===== src/gpio_trigger_filter_pkg.sv =====
// constants for the second pin, trigger and filter configuration block
package gpio_trigger_filter_pkg;
  // ==========================================================================
  // register offsets
  localparam logic [7:0] SECOND_PIN_CONTROL_ADDR = 8'h05;
  localparam logic [7:0] PIN_CONVERSION_SETUP_ADDR = 8'h06;
  localparam logic [7:0] PIN_SEQUENCE_START_ADDRESS_ADDR = 8'h07;
  localparam logic [7:0] FILTER_AND_RATE_SELECT_ADDR = 8'h08;
  // ==========================================================================
  // field positions
  localparam int DIR_HI = 7;
  localparam int DIR_LO = 6;
  localparam int ISEL_HI = 5;
  localparam int ISEL_LO = 4;
  localparam int OSEL_HI = 2;
  localparam int OSEL_LO = 0;
  localparam int DEST_HI = 6;
  localparam int DEST_LO = 4;
  localparam int KIND_HI = 1;
  localparam int KIND_LO = 0;
  localparam int FTYPE_HI = 5;
  localparam int FTYPE_LO = 4;
  localparam int RATE_HI = 3;
  localparam int RATE_LO = 0;
  // ==========================================================================
  // codes
  localparam logic [1:0] DIR_INPUT = 2'h0;
  localparam logic [1:0] DIR_RESERVED = 2'h1;
  localparam logic [1:0] DIR_OPEN_DRAIN = 2'h2;
  localparam logic [1:0] DIR_PUSH_PULL = 2'h3;
  localparam logic [1:0] ISEL_OFF = 2'h0;
  localparam logic [1:0] ISEL_CONV = 2'h1;
  localparam logic [1:0] ISEL_SEQ = 2'h2;
  localparam logic [1:0] ISEL_RESERVED = 2'h3;
  localparam logic [2:0] OSEL_HIGH_Z = 3'h0;
  localparam logic [2:0] OSEL_INT_LOW = 3'h1;
  localparam logic [2:0] OSEL_INT_HIGH = 3'h2;
  localparam logic [2:0] OSEL_LOGIC0 = 3'h3;
  localparam logic [2:0] OSEL_LOGIC1 = 3'h4;
  localparam logic [2:0] OSEL_LOW_SWITCH = 3'h5;
  localparam logic [2:0] OSEL_MOD_ACTIVE = 3'h6;
  localparam logic [2:0] OSEL_SYS_CLOCK = 3'h7;
  localparam logic [1:0] KIND_SINGLE = 2'h0;
  localparam logic [1:0] KIND_CONTINUOUS = 2'h1;
  localparam logic [6:0] SEQ_ADDR_MIN = 7'h3A;
  localparam logic [6:0] SEQ_ADDR_MAX = 7'h6F;
  // ==========================================================================
  // reset values and read masks
  localparam logic [7:0] SECOND_PIN_CONTROL_RESET = 8'h00;
  localparam logic [7:0] PIN_CONVERSION_SETUP_RESET = 8'h00;
  localparam logic [6:0] SEQUENCE_START_POINTER_RESET = 7'h3A;
  localparam logic [7:0] FILTER_AND_RATE_SELECT_RESET = 8'h00;
  localparam logic [7:0] SECOND_PIN_CONTROL_MASK = 8'hF7;
  localparam logic [7:0] PIN_CONVERSION_SETUP_MASK = 8'h73;
  localparam logic [7:0] FILTER_AND_RATE_SELECT_MASK = 8'h7F;
endpackage


===== src/gpio_trigger_filter_config.sv =====
// second pin, pin trigger and filter configuration register bank
`timescale 1ns/1ps
// Operation
// - reserved direction or input codes drop the write
// - direction: input, open-drain or push-pull
// - input select: off, conversion or sequence start
// - input or output function follows direction
// - trigger wakes from power down, then starts
// - output codes: high z, interrupts, fixed levels
// - code 101 low-side switch overrides push-pull
// - codes 110 modulator active, 111 system clock
// - setup write stores only, starts nothing
// - destination field picks result register zero-seven
// - kind: single, continuous or duty-cycled
// - start address write stores only
// - only addresses 0x3A to 0x6F accepted
// - sequence starts at stored pointer, reset 0x3A
// - filter type: 50/60, 50, 60, sinc4
// - rate field meaning depends on filter type
module gpio_trigger_filter_config (
  // clock and reset
  input wire logic clk_in,
  input wire logic reset_n_in,
  // register port
  input wire logic reg_write_in,
  input wire logic [7:0] reg_addr_in,
  input wire logic [7:0] reg_wdata_in,
  output logic [7:0] reg_rdata_out,
  // system status
  input wire logic deep_power_down_in,
  input wire logic light_power_down_in,
  input wire logic interrupt_pending_in,
  input wire logic modulator_active_in,
  input wire logic low_side_switch_in,
  input wire logic sys_clock_level_in,
  // second pin
  input wire logic pin_in,
  output logic pin_out,
  output logic pin_oe_out,
  // triggers to the conversion engine and sequencer
  output logic wake_request_out,
  output logic conversion_start_out,
  output logic [2:0] triggered_result_destination_out,
  output logic [1:0] triggered_conversion_kind_out,
  output logic sequence_start_out,
  output logic [6:0] sequence_start_pointer_out,
  // filter selection
  output logic [1:0] filter_type_select_out,
  output logic [3:0] rate_select_out
);

  // ==========================================================================
  // state
  typedef struct packed {
    logic [1:0] pin_direction_select;
    logic [1:0] pin_input_function;
    logic [2:0] pin_output_function;
    logic [2:0] triggered_result_destination;
    logic [1:0] triggered_conversion_kind;
    logic [6:0] sequence_start_pointer;
    logic reserved_filter_bit;
    logic [1:0] filter_type_select;
    logic [3:0] rate_select;
    logic sync_first;
    logic sync_second;
    logic sync_prev;
    logic pending_conv;
    logic pending_seq;
    logic wake_request;
    logic conversion_start;
    logic sequence_start;
    logic pin_level;
    logic pin_oe;
    logic [7:0] rdata;
  } state_type;

  state_type state;
  state_type next_state;

  function automatic logic [7:0] read_mux(input state_type s, input logic [7:0] addr);
    logic [7:0] value;
    value = 8'h00;
    unique case (addr)
      gpio_trigger_filter_pkg::SECOND_PIN_CONTROL_ADDR:
        value = {s.pin_direction_select, s.pin_input_function, 1'b0, s.pin_output_function};
      gpio_trigger_filter_pkg::PIN_CONVERSION_SETUP_ADDR:
        value = {1'b0, s.triggered_result_destination, 2'b00, s.triggered_conversion_kind};
      gpio_trigger_filter_pkg::PIN_SEQUENCE_START_ADDRESS_ADDR:
        value = {1'b0, s.sequence_start_pointer};
      gpio_trigger_filter_pkg::FILTER_AND_RATE_SELECT_ADDR:
        value = {1'b0, s.reserved_filter_bit, s.filter_type_select, s.rate_select};
      default:
        value = 8'h00;
    endcase
    return value;
  endfunction

  logic is_input;
  logic is_output;
  logic rising;
  logic powered_down;

  always_comb begin
    next_state = state;
    is_input = (state.pin_direction_select == gpio_trigger_filter_pkg::DIR_INPUT);
    is_output = state.pin_direction_select[1];
    powered_down = deep_power_down_in | light_power_down_in;
    // ==========================================================================
    // pin synchroniser and edge detect
    next_state.sync_first = pin_in;
    next_state.sync_second = state.sync_first;
    next_state.sync_prev = state.sync_second;
    rising = state.sync_second & ~state.sync_prev;
    // ==========================================================================
    // register writes; writes never trigger anything themselves
    if (reg_write_in) begin
      unique case (reg_addr_in)
        gpio_trigger_filter_pkg::SECOND_PIN_CONTROL_ADDR: begin
          // reserved codes leave every field untouched
          if (reg_wdata_in[gpio_trigger_filter_pkg::DIR_HI:gpio_trigger_filter_pkg::DIR_LO]
              != gpio_trigger_filter_pkg::DIR_RESERVED &&
              reg_wdata_in[gpio_trigger_filter_pkg::ISEL_HI:gpio_trigger_filter_pkg::ISEL_LO]
              != gpio_trigger_filter_pkg::ISEL_RESERVED) begin
            next_state.pin_direction_select =
              reg_wdata_in[gpio_trigger_filter_pkg::DIR_HI:gpio_trigger_filter_pkg::DIR_LO];
            next_state.pin_input_function =
              reg_wdata_in[gpio_trigger_filter_pkg::ISEL_HI:gpio_trigger_filter_pkg::ISEL_LO];
            next_state.pin_output_function =
              reg_wdata_in[gpio_trigger_filter_pkg::OSEL_HI:gpio_trigger_filter_pkg::OSEL_LO];
          end
        end
        gpio_trigger_filter_pkg::PIN_CONVERSION_SETUP_ADDR: begin
          next_state.triggered_result_destination =
            reg_wdata_in[gpio_trigger_filter_pkg::DEST_HI:gpio_trigger_filter_pkg::DEST_LO];
          next_state.triggered_conversion_kind =
            reg_wdata_in[gpio_trigger_filter_pkg::KIND_HI:gpio_trigger_filter_pkg::KIND_LO];
        end
        gpio_trigger_filter_pkg::PIN_SEQUENCE_START_ADDRESS_ADDR: begin
          if (reg_wdata_in[7] == 1'b0 &&
              reg_wdata_in[6:0] >= gpio_trigger_filter_pkg::SEQ_ADDR_MIN &&
              reg_wdata_in[6:0] <= gpio_trigger_filter_pkg::SEQ_ADDR_MAX) begin
            next_state.sequence_start_pointer = reg_wdata_in[6:0];
          end
        end
        gpio_trigger_filter_pkg::FILTER_AND_RATE_SELECT_ADDR: begin
          // bit six kept as written so a careless host can see it
          next_state.reserved_filter_bit = reg_wdata_in[6];
          next_state.filter_type_select =
            reg_wdata_in[gpio_trigger_filter_pkg::FTYPE_HI:gpio_trigger_filter_pkg::FTYPE_LO];
          next_state.rate_select =
            reg_wdata_in[gpio_trigger_filter_pkg::RATE_HI:gpio_trigger_filter_pkg::RATE_LO];
        end
        default: begin
        end
      endcase
    end
    // ==========================================================================
    // pin triggers, with wake before start when powered down
    next_state.wake_request = 1'b0;
    next_state.conversion_start = 1'b0;
    next_state.sequence_start = 1'b0;
    if (state.pending_conv | state.pending_seq) begin
      if (!powered_down) begin
        next_state.conversion_start = state.pending_conv;
        next_state.sequence_start = state.pending_seq;
        next_state.pending_conv = 1'b0;
        next_state.pending_seq = 1'b0;
      end else begin
        next_state.wake_request = 1'b1;
      end
    end else if (rising && is_input) begin
      // a pulse shorter than one clock may be missed by the sampler
      if (state.pin_input_function == gpio_trigger_filter_pkg::ISEL_CONV) begin
        next_state.pending_conv = 1'b1;
        next_state.wake_request = powered_down;
      end else if (state.pin_input_function == gpio_trigger_filter_pkg::ISEL_SEQ) begin
        next_state.pending_seq = 1'b1;
        next_state.wake_request = powered_down;
      end
    end
    // ==========================================================================
    // output function
    next_state.pin_level = 1'b0;
    next_state.pin_oe = 1'b0;
    if (is_output) begin
      unique case (state.pin_output_function)
        gpio_trigger_filter_pkg::OSEL_HIGH_Z: begin
          next_state.pin_level = 1'b0;
        end
        gpio_trigger_filter_pkg::OSEL_INT_LOW: begin
          next_state.pin_level = ~interrupt_pending_in;
          next_state.pin_oe = 1'b1;
        end
        gpio_trigger_filter_pkg::OSEL_INT_HIGH: begin
          next_state.pin_level = interrupt_pending_in;
          next_state.pin_oe = 1'b1;
        end
        gpio_trigger_filter_pkg::OSEL_LOGIC0: begin
          next_state.pin_level = 1'b0;
          next_state.pin_oe = 1'b1;
        end
        gpio_trigger_filter_pkg::OSEL_LOGIC1: begin
          next_state.pin_level = 1'b1;
          next_state.pin_oe = 1'b1;
        end
        gpio_trigger_filter_pkg::OSEL_LOW_SWITCH: begin
          // switch only sinks, so it stays open drain even in push-pull
          next_state.pin_level = 1'b0;
          next_state.pin_oe = low_side_switch_in;
        end
        gpio_trigger_filter_pkg::OSEL_MOD_ACTIVE: begin
          next_state.pin_level = modulator_active_in;
          next_state.pin_oe = 1'b1;
        end
        gpio_trigger_filter_pkg::OSEL_SYS_CLOCK: begin
          // registered copy: lags a cycle, fine for a divided clock level
          next_state.pin_level = sys_clock_level_in;
          next_state.pin_oe = 1'b1;
        end
      endcase
      // open drain drives only the low level
      if (state.pin_direction_select == gpio_trigger_filter_pkg::DIR_OPEN_DRAIN &&
          state.pin_output_function != gpio_trigger_filter_pkg::OSEL_LOW_SWITCH) begin
        next_state.pin_oe = next_state.pin_oe & ~next_state.pin_level;
        next_state.pin_level = 1'b0;
      end
    end
    next_state.rdata = read_mux(state, reg_addr_in);
  end

  // ==========================================================================
  // registers
  always_ff @(posedge clk_in) begin
    if (!reset_n_in) begin
      state <= '0;
      state.sequence_start_pointer <= gpio_trigger_filter_pkg::SEQUENCE_START_POINTER_RESET;
    end else begin
      state <= next_state;
    end
  end

  assign reg_rdata_out = state.rdata;
  assign pin_out = state.pin_level;
  assign pin_oe_out = state.pin_oe;
  assign wake_request_out = state.wake_request;
  assign conversion_start_out = state.conversion_start;
  assign triggered_result_destination_out = state.triggered_result_destination;
  assign triggered_conversion_kind_out = state.triggered_conversion_kind;
  assign sequence_start_out = state.sequence_start;
  assign sequence_start_pointer_out = state.sequence_start_pointer;
  assign filter_type_select_out = state.filter_type_select;
  assign rate_select_out = state.rate_select;

endmodule


===== config.mk =====
export PLATFORM = sky130hd
export DESIGN_NAME = gpio_trigger_filter_config
export DESIGN_NICKNAME = d
export VERILOG_FILES = /design/src/gpio_trigger_filter_pkg.sv /design/src/gpio_trigger_filter_config.sv
export SDC_FILE = /design/constraint.sdc
export NUM_CORES = 1
export LEC_CHECK = 0
export ABC_CLOCK_PERIOD_IN_PS = 2700
export BUFFER_PORTS_ARGS = -buffer_cell sky130_fd_sc_hd__buf_4
export CELL_PAD_IN_SITES_DETAIL_PLACEMENT = 0
export CELL_PAD_IN_SITES_GLOBAL_PLACEMENT = 1
export CORE_MARGIN = 2
export CORE_UTILIZATION = 42
export DETAILED_ROUTE_END_ITERATION = 12
export HOLD_SLACK_MARGIN = 0.15
export PLACE_DENSITY_LB_ADDON = 0.1
export SLEW_MARGIN = 25
export SYNTH_ARGS = -nofsm -noshare
export SYNTH_HDL_FRONTEND = slang
export SYNTH_SLANG_ARGS = --single-unit

===== constraint.sdc =====
create_clock -name clk_in -period 2.7 [get_ports clk_in]
set_input_delay 0.135 -clock clk_in [delete_from_list [all_inputs] [get_ports clk_in]]
set_output_delay 0.135 -clock clk_in [all_outputs]
set_load 0.01 [all_outputs]

==> metrics.md <==
| Metric | Value |
|---|---|
| Worst-path cell chain | `dlygate4sd3_1 > buf_4 > nand2_1 > o41ai_1 > and3_1 > mux2i_1` |
| Slowest cell on the critical path | `dlygate4sd3_1` |
| Lkg Pwr | `between 1 and 1.5 nW` |
| Reg clk slew, reported paths | `0.08 ns` |
| Row count | `25` |
| Nets | `293` |
| Slew margin rel. | `62.96%` |
| Sw frac | `about a quarter` |
| Final hold vios | `0` |
| Total Routed Length | `4821 um` |
| Cts bufs inserted | `5` |
| Slew @ Worst Pin | `0.5536 ns` |
| First-pass GRT wire length | `7748 um` |
| Synth Register Bits | `44` |
| Die extent in x | `74.85 um` |
| Sum Neg Setup Slack | `0 ns` |
| N_diodes | `0` |
| Initial antenna violation count | `0` |
| Worst Min Path Start | `reg_write_in` |
| Final GP Congestion | `0.8284` |
| Post-Place Setup Slack | `around 0.76 ns` |
| R2r startpoint | `state[42]` |
| CP required | `2.93 ns` |
| Pwr Density | `459.4 nW/um^2` |
| Root buffer cell | `clkbuf_8` |
| Max FO, Critical Path | `7` |
| Router iterations before antenna repair | `4` |
| Placed cells | `roughly 320` |
| Worst path bufs/invs | `2` |
| Mean post-synth cell area | `9.247 sq um` |
| Layout fillers | `469` |
| Setup ws final | `1.039 ns` |
| Initial core utilization | `approximately 44%` |
| Syn. warnings | `0` |
| WS Path Type | `input pin to flip-flop` |
| Post-Syn Nets | `between 200 and 300` |
| Num Clock Sinks | `44` |
| Storage element area | `roughly 880 sq um` |
| Post-synth EDFFs | `0` |
| Multi-input logic area | `965.9 sq um` |
| Syn Std Cell Area | `2108 sq um` |
| Comb power frac | `under 10%` |
| Detailed Place HPWL | `roughly 3400 um` |
| CP peak stage delay | `~0.52 ns` |
| Final Instance Count excl. Fillers | `about 340` |
| Clock H-tree levels | `2` |
| Vias in the first global route | `1577` |
| Total Power | `around 0.0012 W` |
| Gr usage total | `18.72%` |
| Status | `complete, no violations` |
| Clock share of power | `roughly 37%` |
| PostCTS Resize Cnt | `0` |
| CP top delay family | `buffers and inverters` |
| Post-synth top flop | `dfxtp_1` |
| Netlist cell types | `38` |
| Final number of setup-violating endpoints | `0` |
| Vias | `about 1700` |
| Int Pwr | `0.0009082 W` |
| Async S/R FF share, synth | `0%` |
| WL/cell | `14.39 um` |
| DR iter-0 viols | `124` |
| Clock skew | `0.005410 ns` |
| Post-CTS Setup Bufs | `0` |
| Crit path arrival time | `1.89 ns` |
| Critical path capture point type | `flip-flop` |
| Layout area overhead | `22.26%` |
| CTS tree | `built` |
| Worst skew pair latency | `0.30 ns` |
| Most common cell after layout, fill and taps aside | `buf_4` |
| Core ar. | `approximately 4800 sq um` |
| Routed Antenna Nets | `0` |
| Final Util | `53.86%` |
| Die area | `5603 sq um` |
| VDD IR max | `between 0.0003 and 0.0004 V` |
| DR vias/cell | `5.125` |
| Drt drc | `0` |
| Crit start category | `input pin` |
| NetSw | `~0.00028 W` |
| Sequential share of power | `between 50% and 60%` |
| Commonest cells after routing, fill and taps aside | `buf_4 (57), dfxtp_1 (44), nor2b_1 (23)` |
| Pin count of the biggest net entering global routing | `43` |
| Share of cells above drive strength 1 | `26.12%` |
| Critical Path Start | `reg_wdata_in[4]` |
| CTS Buffer Depth | `2` |
| Sequential area share after synthesis | `41.78%` |
| IO Pins | `57` |
| Tcrit/Tclk final | `61.53%` |
| Fin crit period | `1.661 ns` |
| I/O Buffers | `56` |
| Gate Count Post-Synth | `228` |
| RSZ-0062 raised after global routing | `false` |
| Gr ovfl total | `0` |
| Die height | `between 70 and 80 um` |
| Post-cts hold buffer count | `9` |
| Peak Freq | `602.0 MHz` |
| Hold Crit Class | `input pin to flip-flop` |
| Final Max Slew Viols | `0` |
| Max-Cap Viols | `0` |
[metrics by stage]
step           hold slack, ns  area, sq um
6_report               0.1619         2577
5_1_grt                0.1603         2577
4_1_cts                0.1579         2557
3_5_place_dp           0.3504         2370
3_3_place_gp           0.3428         2370
2_1_floorplan          0.2623         2108
[per-layer routing]
metal / GRT usage [%] / share of wire, %
met1: 26.19 / 48
met2: 28.07 / 45
met3: 4.418 / 5.4
met4: 7.143 / 0.97
met5: 0 / 0
[registers in the layout, summed over array words and instances (netlist names)]
register / cells
pin_oe_out: 1
filter_type_select_out: 2
is_output: 1
state: 10
sequence_start_out: 1
sequence_start_pointer_out: 7
next_state: 2
triggered_conversion_kind_out: 2
rate_select_out: 4
wake_request_out: 1
triggered_result_destination_out: 3
reg_rdata_out: 8
conversion_start_out: 1
pin_out: 1
[power groups by stage]
stage	logic [W]	clock network, W	registers (W)
after floorplan	0.0000358	0	0.000666
after global placement	0.0000822	0	0.000666
after detailed placement	0.0000822	0	0.000666
after CTS	0.0000931	0.000449	0.000651
after global routing	0.000105	0.000477	0.000652
final	0.0000956	0.000438	0.000651
[cell type report]
| class | count | share of cell area [%] |
|---|---|---|
| inverter | 3 | 0.4369 |
| clock inverter | 2 | 0.5825 |
| clock buffer | 6 | 3.204 |
| timing repair buffer | 68 | 20.87 |
| sequential | 44 | 34.17 |
| tap | 67 | 3.252 |
| multi-input combinational | 145 | 37.48 |
[synth_stat cells, drive strengths merged (2+ instances only)]
cell type	number	share of area [%]
nand3	12	2.8
dfxtp	44	42
a21boi	9	3.2
nor2b	23	6.8
inv	3	0.53
a22o	5	2.1
nor2	13	2.3
or4b	2	0.95
and3	4	1.2
a222oi	5	2.4
nand2b	4	1.2
a31oi	2	0.59
nand2	15	2.7
buf	29	10
and2	4	1.2
o21ai	11	2.6
mux2i	18	8.5
clkbuf	6	1.1
a22oi	2	0.71
[worst reg2reg max path, stage by stage, from the launching register on]
cell	delay, ns
dfxtp_1	0.35
nor4b_1	0.48
a21bo_2	0.28
a21boi_0	0.14
[cells by family (layout without fill, tap and decap cells)]
| family | count (synthesis) | count (layout) | share of synthesized area [%] |
|---|---|---|---|
| AND/OR/NAND/NOR | 86 | 86 | 23.15 |
| AO/OA/AOI/OAI | 41 | 41 | 14.12 |
| buffers and inverters | 39 | 79 | 12.40 |
| flip-flops | 44 | 44 | 41.78 |
| multiplexers | 18 | 18 | 8.546 |
[worst paths after layout]
path	end	slack, ns	cells past startpoint
worst max-delay path	sequence_start_pointer_out[4]	1.04	6
worst min-delay path	rate_select_out[0]	0.16	3
worst max register to register	wake_request_out	1.39	3
worst min register to register	next_state[15]	0.44	1
Power figures use the tool's default switching activity.
